`config.mk`:
```
export PLATFORM = sky130hd
export DESIGN_NAME = tws_slave
export DESIGN_NICKNAME = d
export VERILOG_FILES = /design/src/hw/tws_pkg.sv /design/src/hw/tws_slave.sv
export SDC_FILE = /design/constraint.sdc
export NUM_CORES = 1
export LEC_CHECK = 0
export ABC_AREA = 1
export BUFFER_PORTS_ARGS = -buffer_cell sky130_fd_sc_hd__buf_2
export CELL_PAD_IN_SITES_DETAIL_PLACEMENT = 0
export CELL_PAD_IN_SITES_GLOBAL_PLACEMENT = 1
export CORE_MARGIN = 2
export CORE_UTILIZATION = 37
export CTS_CLUSTER_SIZE = 30
export DETAILED_ROUTE_END_ITERATION = 7
export PLACE_DENSITY_LB_ADDON = 0.1
export SYNTH_ARGS = -nofsm -noshare
export SYNTH_HDL_FRONTEND = slang
export SYNTH_SLANG_ARGS = --single-unit
```
`constraint.sdc`:
```
create_clock -name CLOCK -period 2.74 [get_ports CLOCK]
set_input_delay 0.411 -clock CLOCK [delete_from_list [all_inputs] [get_ports CLOCK]]
set_output_delay 0.411 -clock CLOCK [all_outputs]
set_load 0.1 [all_outputs]
```
`src/hw/tws_pkg.sv`:
```
// constants for the two-wire slave receiver: register map, bit fields, status codes
// assumes a byte-wide register port and a 40 MHz system clock
package tws_pkg;
   // =====================================================================
   // register indices
   localparam logic [1:0] REG_OWN_ADDR = 2'h0;
   localparam logic [1:0] REG_CONTROL = 2'h1;
   localparam logic [1:0] REG_STATUS = 2'h2;
   localparam logic [1:0] REG_DATA = 2'h3;
   // =====================================================================
   // serial_control bit positions
   localparam int CTL_FLAG = 7;
   localparam int CTL_ACK_EN = 6;
   localparam int CTL_START = 5;
   localparam int CTL_STOP = 4;
   localparam int CTL_WCOL = 3;
   localparam int CTL_ENABLE = 2;
   localparam int CTL_INT_EN = 0;
   // own_slave_address fields
   localparam int OWN_GCE = 0;
   localparam logic [6:0] GENERAL_CALL = 7'h00;
   // =====================================================================
   // status codes, prescaler bits zero
   localparam logic [7:0] ST_OWN_W = 8'h60;
   localparam logic [7:0] ST_ARB_OWN_W = 8'h68;
   localparam logic [7:0] ST_GC = 8'h70;
   localparam logic [7:0] ST_ARB_GC = 8'h78;
   localparam logic [7:0] ST_DATA_ACK = 8'h80;
   localparam logic [7:0] ST_DATA_NACK = 8'h88;
   localparam logic [7:0] ST_GC_DATA_ACK = 8'h90;
   localparam logic [7:0] ST_GC_DATA_NACK = 8'h98;
   localparam logic [7:0] ST_STOP_RESTART = 8'ha0;
   localparam logic [7:0] ST_NO_INFO = 8'hf8;
   localparam logic [7:0] STATUS_CODE_MASK = 8'hf8;
   localparam logic [7:0] PRESCALE_MASK = 8'h03;
   // =====================================================================
   // reset values and byte framing
   localparam logic [7:0] OWN_ADDR_RESET = 8'h00;
   localparam logic [3:0] BITS_PER_BYTE = 4'h8;
   localparam logic [7:0] ZERO_BYTE = 8'h00;
   typedef enum logic [2:0] {
      SL_IDLE, SL_ADDR, SL_ADDR_ACK, SL_WAIT, SL_DATA, SL_DATA_ACK, SL_IGNORE
   } tws_state_e;
endpackage

```
`src/hw/tws_slave.sv`:
```
// two-wire slave receiver: address match, ack control, status reporting, clock stretching
// assumes SCL/SDA arrive asynchronously and a same-clock register master and power manager
//
// Contract
// - respond only when upper seven own-address bits match received address.
// - own-address bit zero set enables answering the general call 0x00.
// - own or general call address acknowledged only while ack enable set.
// - write direction enters receiver, read direction hands over to transmitter.
// - after own address with write, set flag and valid status.
// - lost arbitration then addressed for write reports 0x68 or 0x78.
// - ack enable cleared mid transfer gives nack after next byte.
// - ack enable zero ignores address, keeps watching, resumes when set.
// - system clock of interface stops in every sleep except idle.
// - clock-stopped sleep with ack enable still acks address, then wakes.
// - after wake-up hold SCL low until software clears the flag.
// - data register need not hold last bus byte after deep sleep.
// - status codes read with prescaler bits zero or masked.
// - 0x60 own address write acked; next byte ack follows ack enable.
// - 0x68 lost arbitration, own write acked; next ack follows enable.
// - 0x70 general call acked; next byte ack follows ack enable.
// - 0x78 lost arbitration, general call acked; next ack follows enable.
// - 0x80 data acked after own address; next ack follows enable.
// - 0x88 data nacked; clear with ack zero leaves not addressed, deaf.
// - not addressed with ack set keeps own, general call if enabled.
// - not addressed with start request sends start once bus free.
`timescale 1ns/1ps
`default_nettype none
module tws_slave (
   input wire logic CLOCK,
   input wire logic SYS_RST,
   input wire logic [1:0] REG_ADDR,
   input wire logic [7:0] REG_WDATA,
   input wire logic REG_WR,
   input wire logic REG_RD,
   output logic [7:0] REG_RDATA,
   input wire logic SCL_IN,
   output logic SCL_OUT,
   output logic SCL_OE,
   input wire logic SDA_IN,
   output logic SDA_OUT,
   output logic SDA_OE,
   input wire logic SLEEP_DEEP,
   input wire logic ARB_LOST,
   input wire logic BUS_FREE,
   output logic WAKE,
   output logic START_GO,
   output logic TX_SELECT
);
   import tws_pkg::*;

   // =====================================================================
   // pin synchronisers and bus conditions
   logic scl_s1, scl_s2, scl_d, sda_s1, sda_s2, sda_d;
   logic scl_rise, scl_fall, start_cond, stop_cond;

   always_ff @(posedge CLOCK or posedge SYS_RST) begin
      if (SYS_RST) begin
         scl_s1 <= 1'b1;
         scl_s2 <= 1'b1;
         scl_d <= 1'b1;
         sda_s1 <= 1'b1;
         sda_s2 <= 1'b1;
         sda_d <= 1'b1;
      end else begin
         scl_s1 <= SCL_IN;
         scl_s2 <= scl_s1;
         scl_d <= scl_s2;
         sda_s1 <= SDA_IN;
         sda_s2 <= sda_s1;
         sda_d <= sda_s2;
      end
   end

   assign scl_rise = scl_s2 & ~scl_d;
   assign scl_fall = ~scl_s2 & scl_d;
   assign start_cond = scl_s2 & scl_d & sda_d & ~sda_s2;
   assign stop_cond = scl_s2 & scl_d & ~sda_d & sda_s2;

   // =====================================================================
   // register state
   logic [7:0] own_slave_address, serial_data_reg, status_code;
   logic [1:0] prescale;
   logic interrupt_flag, acknowledge_enable, start_request, stop_request;
   logic write_collision_flag, interface_enable, interrupt_enable;
   logic reg_wr_ok, reg_rd_ok, sw_clear, hw_set, arb_seen;
   logic [7:0] hw_code;
   tws_state_e state;

   // interface clock is stopped in deep sleep, so the port is dead then
   assign reg_wr_ok = REG_WR & ~SLEEP_DEEP;
   assign reg_rd_ok = REG_RD & ~SLEEP_DEEP;
   assign sw_clear = reg_wr_ok & (REG_ADDR == REG_CONTROL) & REG_WDATA[CTL_FLAG];

   always_ff @(posedge CLOCK or posedge SYS_RST) begin
      if (SYS_RST) begin
         own_slave_address <= OWN_ADDR_RESET;
         prescale <= 2'h0;
      end else if (reg_wr_ok && REG_ADDR == REG_OWN_ADDR) begin
         own_slave_address <= REG_WDATA;
      end else if (reg_wr_ok && REG_ADDR == REG_STATUS) begin
         prescale <= REG_WDATA[1:0];
      end
   end

   always_ff @(posedge CLOCK or posedge SYS_RST) begin
      if (SYS_RST) begin
         acknowledge_enable <= 1'b0;
         start_request <= 1'b0;
         interface_enable <= 1'b0;
         interrupt_enable <= 1'b0;
      end else if (reg_wr_ok && REG_ADDR == REG_CONTROL) begin
         acknowledge_enable <= REG_WDATA[CTL_ACK_EN];
         start_request <= REG_WDATA[CTL_START];
         interface_enable <= REG_WDATA[CTL_ENABLE];
         interrupt_enable <= REG_WDATA[CTL_INT_EN];
      end
   end

   // stop request is self-clearing: it only aborts the current slave transfer
   always_ff @(posedge CLOCK or posedge SYS_RST) begin
      if (SYS_RST) begin
         stop_request <= 1'b0;
      end else if (reg_wr_ok && REG_ADDR == REG_CONTROL) begin
         stop_request <= REG_WDATA[CTL_STOP];
      end else begin
         stop_request <= 1'b0;
      end
   end

   // hardware set wins over a clear in the same cycle
   always_ff @(posedge CLOCK or posedge SYS_RST) begin
      if (SYS_RST) begin
         interrupt_flag <= 1'b0;
         status_code <= ST_NO_INFO;
      end else if (hw_set) begin
         interrupt_flag <= 1'b1;
         status_code <= hw_code;
      end else if (sw_clear) begin
         interrupt_flag <= 1'b0;
         status_code <= ST_NO_INFO;
      end
   end

   always_ff @(posedge CLOCK or posedge SYS_RST) begin
      if (SYS_RST) begin
         write_collision_flag <= 1'b0;
      end else if (reg_wr_ok && REG_ADDR == REG_DATA) begin
         write_collision_flag <= ~interrupt_flag;
      end
   end

   // lost arbitration is remembered until the flag is set by hardware or the receiver returns to idle
   always_ff @(posedge CLOCK or posedge SYS_RST) begin
      if (SYS_RST) begin
         arb_seen <= 1'b0;
      end else if (ARB_LOST) begin
         arb_seen <= 1'b1;
      end else if (hw_set || state == SL_IDLE) begin
         arb_seen <= 1'b0;
      end
   end

   always_ff @(posedge CLOCK or posedge SYS_RST) begin
      if (SYS_RST) begin
         REG_RDATA <= ZERO_BYTE;
      end else if (reg_rd_ok) begin
         unique case (REG_ADDR)
            REG_OWN_ADDR: REG_RDATA <= own_slave_address;
            REG_CONTROL: REG_RDATA <= {interrupt_flag, acknowledge_enable, start_request,
                                       stop_request, write_collision_flag, interface_enable,
                                       1'b0, interrupt_enable};
            REG_STATUS: REG_RDATA <= (status_code & STATUS_CODE_MASK) | {6'h00, prescale};
            REG_DATA: REG_RDATA <= serial_data_reg;
         endcase
      end else begin
         REG_RDATA <= ZERO_BYTE;
      end
   end

   // =====================================================================
   // address decode
   logic [7:0] shreg;
   logic [3:0] bitcnt;
   logic own_hit, gc_hit, gc_mode, addressed;

   assign own_hit = shreg[7:1] == own_slave_address[7:1];
   assign gc_hit = (shreg[7:1] == GENERAL_CALL) & own_slave_address[OWN_GCE];
   assign addressed = (state == SL_DATA) | (state == SL_DATA_ACK);

   // =====================================================================
   // slave receiver sequencing
   always_ff @(posedge CLOCK or posedge SYS_RST) begin
      if (SYS_RST) begin
         state <= SL_IDLE;
         bitcnt <= 4'h0;
         shreg <= ZERO_BYTE;
         gc_mode <= 1'b0;
         SDA_OE <= 1'b0;
         hw_set <= 1'b0;
         hw_code <= ST_NO_INFO;
         TX_SELECT <= 1'b0;
      end else begin
         hw_set <= 1'b0;
         TX_SELECT <= 1'b0;
         if (!interface_enable) begin
            state <= SL_IDLE;
            SDA_OE <= 1'b0;
         end else if ((start_cond || stop_cond) && state != SL_WAIT) begin
            // a condition in the middle of our transfer ends it
            SDA_OE <= 1'b0;
            bitcnt <= 4'h0;
            state <= start_cond ? SL_ADDR : SL_IDLE;
            if (addressed) begin
               hw_set <= 1'b1;
               hw_code <= ST_STOP_RESTART;
            end
         end else if (scl_rise && (state == SL_ADDR || state == SL_DATA)) begin
            shreg <= {shreg[6:0], sda_s2};
            bitcnt <= bitcnt + 4'h1;
         end else if (scl_fall) begin
            unique case (state)
               SL_ADDR: begin
                  if (bitcnt == BITS_PER_BYTE) begin
                     // monitoring goes on while ack is off; resumes when set
                     if ((own_hit || gc_hit) && acknowledge_enable) begin
                        if (!shreg[0]) begin
                           SDA_OE <= 1'b1;
                           gc_mode <= gc_hit & ~own_hit;
                           state <= SL_ADDR_ACK;
                        end else begin
                           TX_SELECT <= own_hit;
                           state <= SL_IGNORE;
                        end
                     end else begin
                        state <= SL_IGNORE;
                     end
                  end
               end
               SL_ADDR_ACK: begin
                  SDA_OE <= 1'b0;
                  hw_set <= 1'b1;
                  state <= SL_WAIT;
                  if (gc_mode) begin
                     hw_code <= arb_seen ? ST_ARB_GC : ST_GC;
                  end else begin
                     hw_code <= arb_seen ? ST_ARB_OWN_W : ST_OWN_W;
                  end
               end
               SL_DATA: begin
                  if (bitcnt == BITS_PER_BYTE) begin
                     // ack enable sampled at the byte end, so a late clear still nacks
                     SDA_OE <= acknowledge_enable;
                     state <= SL_DATA_ACK;
                  end
               end
               SL_DATA_ACK: begin
                  SDA_OE <= 1'b0;
                  hw_set <= 1'b1;
                  state <= SL_WAIT;
                  if (gc_mode) begin
                     hw_code <= SDA_OE ? ST_GC_DATA_ACK : ST_GC_DATA_NACK;
                  end else begin
                     hw_code <= SDA_OE ? ST_DATA_ACK : ST_DATA_NACK;
                  end
               end
               default: begin
               end
            endcase
         end else if (state == SL_WAIT && sw_clear) begin
            bitcnt <= 4'h0;
            // stop register only updates on this edge, so read the strobe's own bit
            if (status_code == ST_DATA_NACK || status_code == ST_GC_DATA_NACK ||
                status_code == ST_STOP_RESTART || REG_WDATA[CTL_STOP]) begin
               state <= SL_IDLE;
            end else begin
               state <= SL_DATA;
            end
         end
      end
   end

   // received byte is not kept while the interface clock is stopped
   always_ff @(posedge CLOCK or posedge SYS_RST) begin
      if (SYS_RST) begin
         serial_data_reg <= ZERO_BYTE;
      end else if (reg_wr_ok && REG_ADDR == REG_DATA && interrupt_flag) begin
         serial_data_reg <= REG_WDATA;
      end else if (state == SL_DATA && scl_fall && bitcnt == BITS_PER_BYTE && !SLEEP_DEEP) begin
         serial_data_reg <= shreg;
      end
   end

   // =====================================================================
   // clock stretch, wake-up and pending start
   logic start_pending;

   always_ff @(posedge CLOCK or posedge SYS_RST) begin
      if (SYS_RST) begin
         SCL_OE <= 1'b0;
      end else begin
         // long wake-up holds the whole bus; that is the price of not losing the byte
         SCL_OE <= (state == SL_WAIT) & ~sw_clear;
      end
   end

   always_ff @(posedge CLOCK or posedge SYS_RST) begin
      if (SYS_RST) begin
         WAKE <= 1'b0;
      end else begin
         WAKE <= SLEEP_DEEP & (interrupt_flag | hw_set);
      end
   end

   always_ff @(posedge CLOCK or posedge SYS_RST) begin
      if (SYS_RST) begin
         start_pending <= 1'b0;
         START_GO <= 1'b0;
      end else begin
         START_GO <= 1'b0;
         if (state == SL_WAIT && sw_clear && REG_WDATA[CTL_START] &&
             (status_code == ST_DATA_NACK || status_code == ST_GC_DATA_NACK ||
              status_code == ST_STOP_RESTART)) begin
            start_pending <= 1'b1;
         end else if (start_pending && BUS_FREE) begin
            start_pending <= 1'b0;
            START_GO <= 1'b1;
         end
      end
   end

   // open-drain pins only ever pull low
   always_ff @(posedge CLOCK or posedge SYS_RST) begin
      if (SYS_RST) begin
         SCL_OUT <= 1'b0;
         SDA_OUT <= 1'b0;
      end else begin
         SCL_OUT <= 1'b0;
         SDA_OUT <= 1'b0;
      end
   end
endmodule
`default_nettype wire

```
# After elaboration in Yosys (flattened, before gate mapping)
# Cells that the tools add are included.
# word_totals
ff_bits	79
inputBits	19
# op_classes
n_eq_ne	28
n_reduce_logical	41
bitwise_logic	30
n_mux	65
add_sub_neg	1
# ops
operator	n
2-to-1 mux 8 bit	9
2-to-1 mux 1 bit	32
2-to-1 mux 4 bit	8
case mux 8 bit (4 select lines)	1
2-to-1 mux 3 bit	10
== test 8 bit, second input constant	3
case mux 8 bit (2 select lines)	1
AND 1 bit	15
logical AND 1 bit	15
inverter 1 bit	12
2-to-1 mux 5 bit	2
AND reduction 5 bit	2
nonzero test 2 bit	5
case mux 3 bit (3 select lines)	1
!= test 4 x 3 -> 1 bit, second input constant	2
!= test 4 bit, second input constant	2
bitwise OR 8 x 2 -> 8 bit	1
AND reduction 8 bit	1
== test 7 bit	1
logical NOT 7 bit	1
logical OR 1 bit	7
AND reduction 7 bit	1
== test 3 x 2 -> 1 bit, second input constant	2
== test 3 bit, second input constant	2
23 further kinds	29

# Logic depth before layout (Yosys ltp)
# Gate-level depths: netlist (run 1).
# depth
ltp_word	11
mapped_depth	12

# Least setup slack after synthesis (run 1)
# Ideal clock, no wire load.
# synth_timing
path_type	reg2reg
startpoint	register sda_s2
endpoint	register SDA_OE
synth_period_minus_slack_ps	1571
setup_ps	122
slack_ps	1169
path_stages_with_launch	10
arrival_ps	1449
required_time_ps	2618
cell_sequence	dfstp_2 > inv_1 > or2_2 > a21oi_2 > inv_2 > nand2_1 > o21bai_2 > nand2_1 > nand2_1 > nand2_1
# synth_via
elab_chain_cells	6
word_cells_on_any_way	15
classes_between	7 x eq/ne; 2 x mux; 3 x bitwise; 3 x reduce/logical
# synth_rtl
item	line	source
start, declared	tws_slave.sv:53	logic scl_s1, scl_s2, scl_d, sda_s1, sda_s2, sda_d;
start signal, assigned	tws_slave.sv:69	sda_s2 <= sda_s1;
inverter 1 bit	tws_slave.sv:76	assign start_cond = scl_s2 & scl_d & sda_d & ~sda_s2;
AND 1 bit	tws_slave.sv:76	
logical OR 1 bit (*)	tws_slave.sv:208	end else if ((start_cond || stop_cond) && state != SL_WAIT) begin
logical AND 1 bit (*)	tws_slave.sv:208	
!= test 5 x 2 -> 1 bit (no line) (tied with other cells)	-	
AND reduction 7 bit (no line) or 2-to-1 mux 1 bit (tied branches)	-	
end signal, assigned	tws_slave.sv:252	SDA_OE <= acknowledge_enable;
end, declared	tws_slave.sv:41	output logic SDA_OE,
# Every way passes the cells marked *; elsewhere a longest branch is shown, timed or not.
# A chain may end at the register's enable or synchronous reset.

# Worst setup path after layout (run 1)
# layout_timing
startpoint	register state[1]
endpoint	register serial_data_reg[5]
# layout_via
elab_chain_cells	5
# layout_rtl
item	line	source
start, declared	tws_slave.sv:87	tws_state_e state;
start signal, assigned	tws_slave.sv:212	state <= start_cond ? SL_ADDR : SL_IDLE;
== test 3 bit	tws_slave.sv:288	end else if (state == SL_DATA && scl_fall && bitcnt == BITS_PER_BYTE && !SLEEP_DEEP) begin
logical AND 1 bit (3 in series)	tws_slave.sv:288	
nonzero test 2 bit (no line)	-	
end signal, assigned	tws_slave.sv:289	serial_data_reg <= shreg;
end, declared	tws_slave.sv:81	logic [7:0] own_slave_address, serial_data_reg, status_code;
# No other way between the ends.

==> metrics, run 1 <==
Die Y-Extent=a little over 100 µm; PwrDens=just over 800 nW/µm²; RD Place Congestion=between 0.7 and 0.8; multiplexer share of the synthesized area=0%; min-delay worst type=primary input to async pin; Combinational Power Share=roughly 26%; largest net degree at the start of global routing=50; row cnt=35; Layout area overhead=14.0%; Max Cap Viol=0; Slowest cell on crit path=dfrtp_1; Reg power frac=between 40% and 50%; Synth Area in XOR/XNOR=0.751%; CP Capture Type=flip-flop; setup TNS=0 ns; # clock sinks=between 70 and 80; drt total wl=between 8000 and 9000 µm; YS warnings=0; Leak=between 1.5 and 2 nW; max_slew headroom=62.2%; top cells by area, synth=dfrtp_1 (41%), dfstp_2 (12%), nand2_1 (11%); Crit path arrival time=2.03 ns; number of synthesized flops with an enable pin=0; library cells used by synthesis=44; die area=around 10,000 µm²; Hold-fix buffers, CTS=0; Filler cells=953; Root Buffer=clkbuf_8; Boundary Pins=34; Worst-Skew Late Latency=0.35 ns; synthesized-area fraction occupied by adder cells=0.716%; area share of the largest cell type after synthesis=40.8%; max incr delay on CP=about 0.45 ns; # diodes=0; Worst-path clk slew=about 0.080 ns; share of synthesized registers carrying an async set or reset=between 90% and 100%; CTS Buf Count=9; Slew Viols, Final=0; layout cells sized above 1=~20%; cell chain of the critical path=inv_1 -> nand2_1 -> nor2_2 -> nand4_1 -> o21ai_2 -> nor2_1 -> a31oi_1; clock buffer depth=2; clock network power share=a little over a quarter; post-CTS setup repair buffer count=0; Mapped Avg Cell Area=~8.3 µm²; # setup viols final=0; DRC viols=0; Most used DFF post-synth=dfrtp_1; worst-margin pin slew=0.567 ns; fmax=566 MHz; maximum VDD drop=~250 µV; Setup CP Type=flip-flop to flip-flop; Tmin final=between 1.5 and 2 ns; status=completed; DR pass1 iterations=5; FF-to-FF Start=state[1]; Yosys top cell by area=dfrtp_1; detailed placer's ending HPWL=roughly 6300 µm; IO buf count=31; initial core utilization=around two fifths; initial antenna violation count=0; sequential area share after synthesis=52.8%; DR vias=~2,800; total grt overflow=0; CP max FO=16; Tcrit/Tclk final=around 65%; Die Wd=between 100 and 150 µm; Final Hold Fails=0; CORE AREA=9200 µm²; cts repair resizes=0; register area=about 1800 µm²; vias in the first global route=approximately 2,800; Sw Pwr=1.20 mW; clock skew=roughly 0.013 ns; Mapped Area=between 3000 and 4000 µm²; crit path launch=state[1]; Startpoint Class=flip-flop; first-pass GRT wire length=approximately 14,000 µm; GRT Total Usage=around 18%; CTS tree=yes; RSZ-0062 raised after global routing=false; Synth Area in Compound Gates=between 10% and 20%; Seq cells post-synth=73; Syn Inst Count=approximately 420; top cells by count, synth=nand2_1 (99), dfrtp_1 (57), inv_1 (56); number of vias per cell=approximately 5; Final Net Count=between 400 and 500; Worst Path Required=about 3.0 ns; Layout Utilization=43.4%; top-count cell post-synth=nand2_1; average wire per standard cell=around 14 µm; footprint of the multi-input gates=about 1400 µm²; cell-internal power=around 2.1 mW; remaining antenna violation count=0; simple-gate share of the synthesized area=a little over a fifth; sw frac=a little over a third; H-tree levels=3; drt initial violations=139; combinational family with the most area after synthesis=simple AND/OR/NAND/NOR gates
==> power by group through the flow <==
stage / sequential [mW] / clock (mW) / combinational [mW]
floorplan: 1.65 / 0 / 0.536
CTS: 1.56 / 0.928 / 0.860
detailed placement: 1.58 / 0 / 0.856
global route: 1.60 / 0.970 / 0.979
global placement: 1.58 / 0 / 0.849
finish: 1.56 / 0.895 / 0.850
==> metrics by stage <==
| stage | hold slack (ns) | cells | worst slack (ns) | instance area (µm²) | power (mW) |
|---|---|---|---|---|---|
| 3_5_place_dp | 0.349 | 558 | 0.827 | 3770 | 2.44 |
| 5_1_grt | 0.140 | 574 | 0.780 | 3990 | 3.55 |
| 2_1_floorplan | 0.345 | 420 | 0.502 | 3500 | 2.19 |
| 4_1_cts | 0.112 | 574 | 0.944 | 3990 | 3.35 |
| 3_3_place_gp | 0.348 | 558 | 0.888 | 3770 | 2.42 |
| 6_report | 0.0961 | 574 | 0.972 | 3990 | 3.30 |
==> final timing paths <==
path                                       to  slack, ns  depth (start not counted)
max                        serial_data_reg[5]       0.97                          7
min                                  shreg[1]        0.1                          2
max reg2reg                serial_data_reg[5]       0.97                          7
min reg2reg                            scl_s2       0.36                          0
max in group asynchronous      status_code[4]       1.94                          3
min in group CLOCK                     scl_s1       0.16                          1
==> layer usage <==
| layer | track usage [%] | part of all wire, % | vias up |
|---|---|---|---|
| li1 | - | - | 1432 |
| met1 | 25.6 | 49 | 1288 |
| met2 | 28.1 | 44 | 66 |
| met3 | 4.28 | 6.3 | 2 |
| met4 | 6.65 | 0.50 | 0 |
| met5 | 0 | 0 | - |
==> area by class of cell <==
type	instances	area share, %
clock buffers	10	3.73
clock inverters	6	1.63
inverters	63	5.96
multi-input cells	278	34.3
flip-flops and latches	73	46.3
well taps	111	3.48
repair buffers	33	4.58
==> critical path: cells and delay by family (launching register included) <==
family,cells,cell delay (ns)
compound gates,2,0.46
flops,1,0.45
buf+inv,1,0.13
simple gates,4,0.65
==> cell families (layout without fill, tap and decap cells) <==
kind of cell             Yosys count  after routing
AND/OR/NAND/NOR                  178            178
flip-flops                        73             73
other                              1              2
buffers and inverters             69            112
AO/OA/AOI/OAI                     93             93
adder cells (fa/ha/maj)            2              2
XOR/XNOR                           3              3
==> cells in the final DEF (no fill, tap or decap), types with 3 or more instances in the layout <==
cell type  count
dfrtp_1       57
nand2_2        5
nor2_2         4
buf_2         31
nand3_1       14
nand4_1        4
clkbuf_8       9
dfstp_2       16
o21ai_0       38
inv_2          6
o21ai_1       11
a31oi_1        5
clkinv_2       3
nand2_1       99
nor2_1        42
a221oi_1       5
inv_1         55
a21oi_1       19
Power figures use the tool's default switching activity.
==> inputs of run 2 (changes only) <==
==> constraint.sdc (replaced) <==
create_clock -name CLOCK -period 1.6 [get_ports CLOCK]
set_input_delay 0.24 -clock CLOCK [delete_from_list [all_inputs] [get_ports CLOCK]]
set_output_delay 0.24 -clock CLOCK [all_outputs]
set_load 0.1 [all_outputs]
==> run 2 against run 1 <==
Compared with the run above: the flow now finishes with violations (negative hold slack); highest routed layer unchanged; maximum frequency up 11%; largest cell class unchanged; clock power up 81%; combinational power up 120%; sequential share of layout area down 5.5 points; largest power group unchanged; hold slack worse by 0.10 ns; die area unchanged.
==> metrics, run 2 (synthesis results as in run 1) <==
sw frac=36.4% (+0.16 points); Design Power=6.21 mW (+88%); Startpoint Class=flip-flop; Critical path destination=serial_data_reg[6]; Final Instance Count excl. Fillers=619 (+7.8%); Worst-Skew Late Latency=0.35 ns (about the same); max_slew headroom=65.2% (+3.0 points); Layout Utilization=49.3% (+6.0 points); worst-margin pin slew=0.521 ns (-0.0466 ns); largest net degree at the start of global routing=74 (+48%); Slowest cell on crit path=dfrtp_1; FF-to-FF Start=bitcnt[0]; CTS Buf Count=9 (unchanged); CP Capture Type=flip-flop; RSZ-0062 raised after global routing=true; average wire per standard cell=14.4 µm (-0.33%); Combinational Power Share=30.7% (+5.0 points); most frequent cells in the layout=nand2_1 (87), dfrtp_1 (52), inv_1 (46); CP Depth=8 (+1); PwrDens=1370 nW/µm² (+65%); vias in the first global route=2,789 (+0.11%); remaining antenna violation count=0 (unchanged); Slew Viols, Final=0 (unchanged); row cnt=35 (unchanged); DR pass1 iterations=4 (-1); Crit path arrival time=1.80 ns (-0.23 ns); drt total wl=8940 µm (+7.5%); Die Y-Extent=101 µm (unchanged); commonest non-fill, non-tap cell in the layout=nand2_1; total grt overflow=0 (unchanged); DR vias=3,009 (+7.9%); layout cells sized above 1=34.3% (+15 points); drt initial violations=143 (+2.9%); fmax=628 MHz (+11%); CP max FO=7 (-9); initial core utilization=38.0% (unchanged); Tcrit/Tclk final=99.5% (+35 points); initial antenna violation count=0 (unchanged); Reg power frac=43.2% (-4.0 points); # setup viols final=0 (unchanged); Layout area overhead=29.7%; violated checks=negative hold slack; Worst-path clk slew=0.08 ns (about the same); placed cells=586 (+5.0%); crit path launch=bitcnt[0]; maximum VDD drop=652 µV (+160%); die area=10,200 µm² (unchanged); Filler cells=903 (-5.2%); RD Place Congestion=0.783 (+1.7%); clock skew=0.0155 ns (+0.00287 ns); worst reg2reg setup slack=0.008 ns (-0.96 ns); most used cell, CP=inv_2; Max Cap Viol=0 (unchanged); IO buf count=31 (unchanged); Sw Pwr=2.26 mW (+89%); Tmin final=1.59 ns (-0.176 ns); cell chain of the critical path=inv_2 -> ha_4 -> nand3b_1 -> inv_2 -> nand4_1 -> buf_4 -> o21ai_4 -> a31oi_1; status=finished, violations left; CTS tree=yes; DRC viols=0 (unchanged); setup TNS=0 ns (unchanged); CORE AREA=9200 µm² (unchanged); clock buffer depth=2 (unchanged); # diodes=0 (unchanged); clock network power share=26.1% (-1.0 points); detailed placer's ending HPWL=6420 µm (+2.3%); worst reg-to-reg path cell count=8 (+1); cell-internal power=3.95 mW (+88%); min-delay worst type=primary input to async pin; Die Wd=101 µm (unchanged); CP delay by family, top=flip-flops; Final Net Count=524 (+9.4%); H-tree levels=3 (unchanged); number of vias per cell=4.86 (about the same); # clock sinks=73 (unchanged); first-pass GRT wire length=14,200 µm (-1.6%); Min Hold Slack=-0.00666 ns (-0.103 ns); Worst Path Required=1.81 ns (-1.19 ns); CP Buf/Inv Count=3 (+2); GRT Total Usage=18.0% (-0.37 points); Setup CP Type=flip-flop to flip-flop; Boundary Pins=34 (unchanged); Leak=2.19 nW (+11%); FF-to-FF End=serial_data_reg[6]; max incr delay on CP=0.40 ns (-0.05 ns); Root Buffer=clkbuf_8; Final Hold Fails=4 (+4)
[run 2: power by group through the flow]
stage | Combinational [mW] | Clock [mW] | Sequential, mW
2_1_floorplan | 0.919 | 0 | 2.83
3_3_place_gp | 1.60 | 0 | 2.69
3_5_place_dp | 1.62 | 0 | 2.70
4_1_cts | 1.65 | 1.66 | 2.67
5_1_grt | 2.13 | 1.76 | 2.74
6_report | 1.90 | 1.62 | 2.68
[run 2: worst min path at each step]
stage,from,end,slack [ns]
2_1_floorplan,SCL_IN,scl_s1,0.24
3_3_place_gp,SDA_IN,sda_s1,0.34
3_5_place_dp,SCL_IN,scl_s1,0.35
4_1_cts,SYS_RST,SDA_OE,0.008
5_1_grt,SYS_RST,shreg[2],0.01
6_report,SYS_RST,shreg[2],-0.007
[run 2: worst reg2reg max path, delay by kind of cell, from the launching register on]
kind            cells  cell delay (ns)
compound gates      2             0.22
fa+ha+maj           1             0.14
buf+inv             3             0.40
flops               1             0.40
simple gates        2             0.31
[run 2: per-layer routing]
layer	vias to the layer above	GRT usage (%)	part of all wire, %
met2	52	27.1	46
met4	0	4.68	0.32
met5	-	0	0
met3	2	3.11	3.5
met1	1432	26.9	51
li1	1523	-	-
[run 2: final cells by class]
cell class	count	area (µm²)	share of cell area, %
clock buffers	10	128	2.81
flip-flops and latches	73	1850	40.9
repair buffers	76	522	11.5
inverters	63	248	5.46
clock inverters	6	92.6	2.04
well taps	111	139	3.06
multi-input cells	280	1550	34.3
[run 2: per-stage QoR]
step           instance area, µm²  setup WS, ns
2_1_floorplan                3500        0.0292
3_3_place_gp                 3990       -0.0203
3_5_place_dp                 3990       -0.0305
4_1_cts                      4250       -0.0165
5_1_grt                      4540       -0.0949
6_report                     4540       0.00780
[run 2: repair_timing]
item / CTS / global route
pin swaps: 3 / 26
hold endpoints to repair: 2 / 0
buffers inserted: 1 / 12
hold buffers: 2 / 0
endpoints found under the setup margin: 5 / 30
gates cloned: 0 / 2
gates resized for setup: 5 / 58
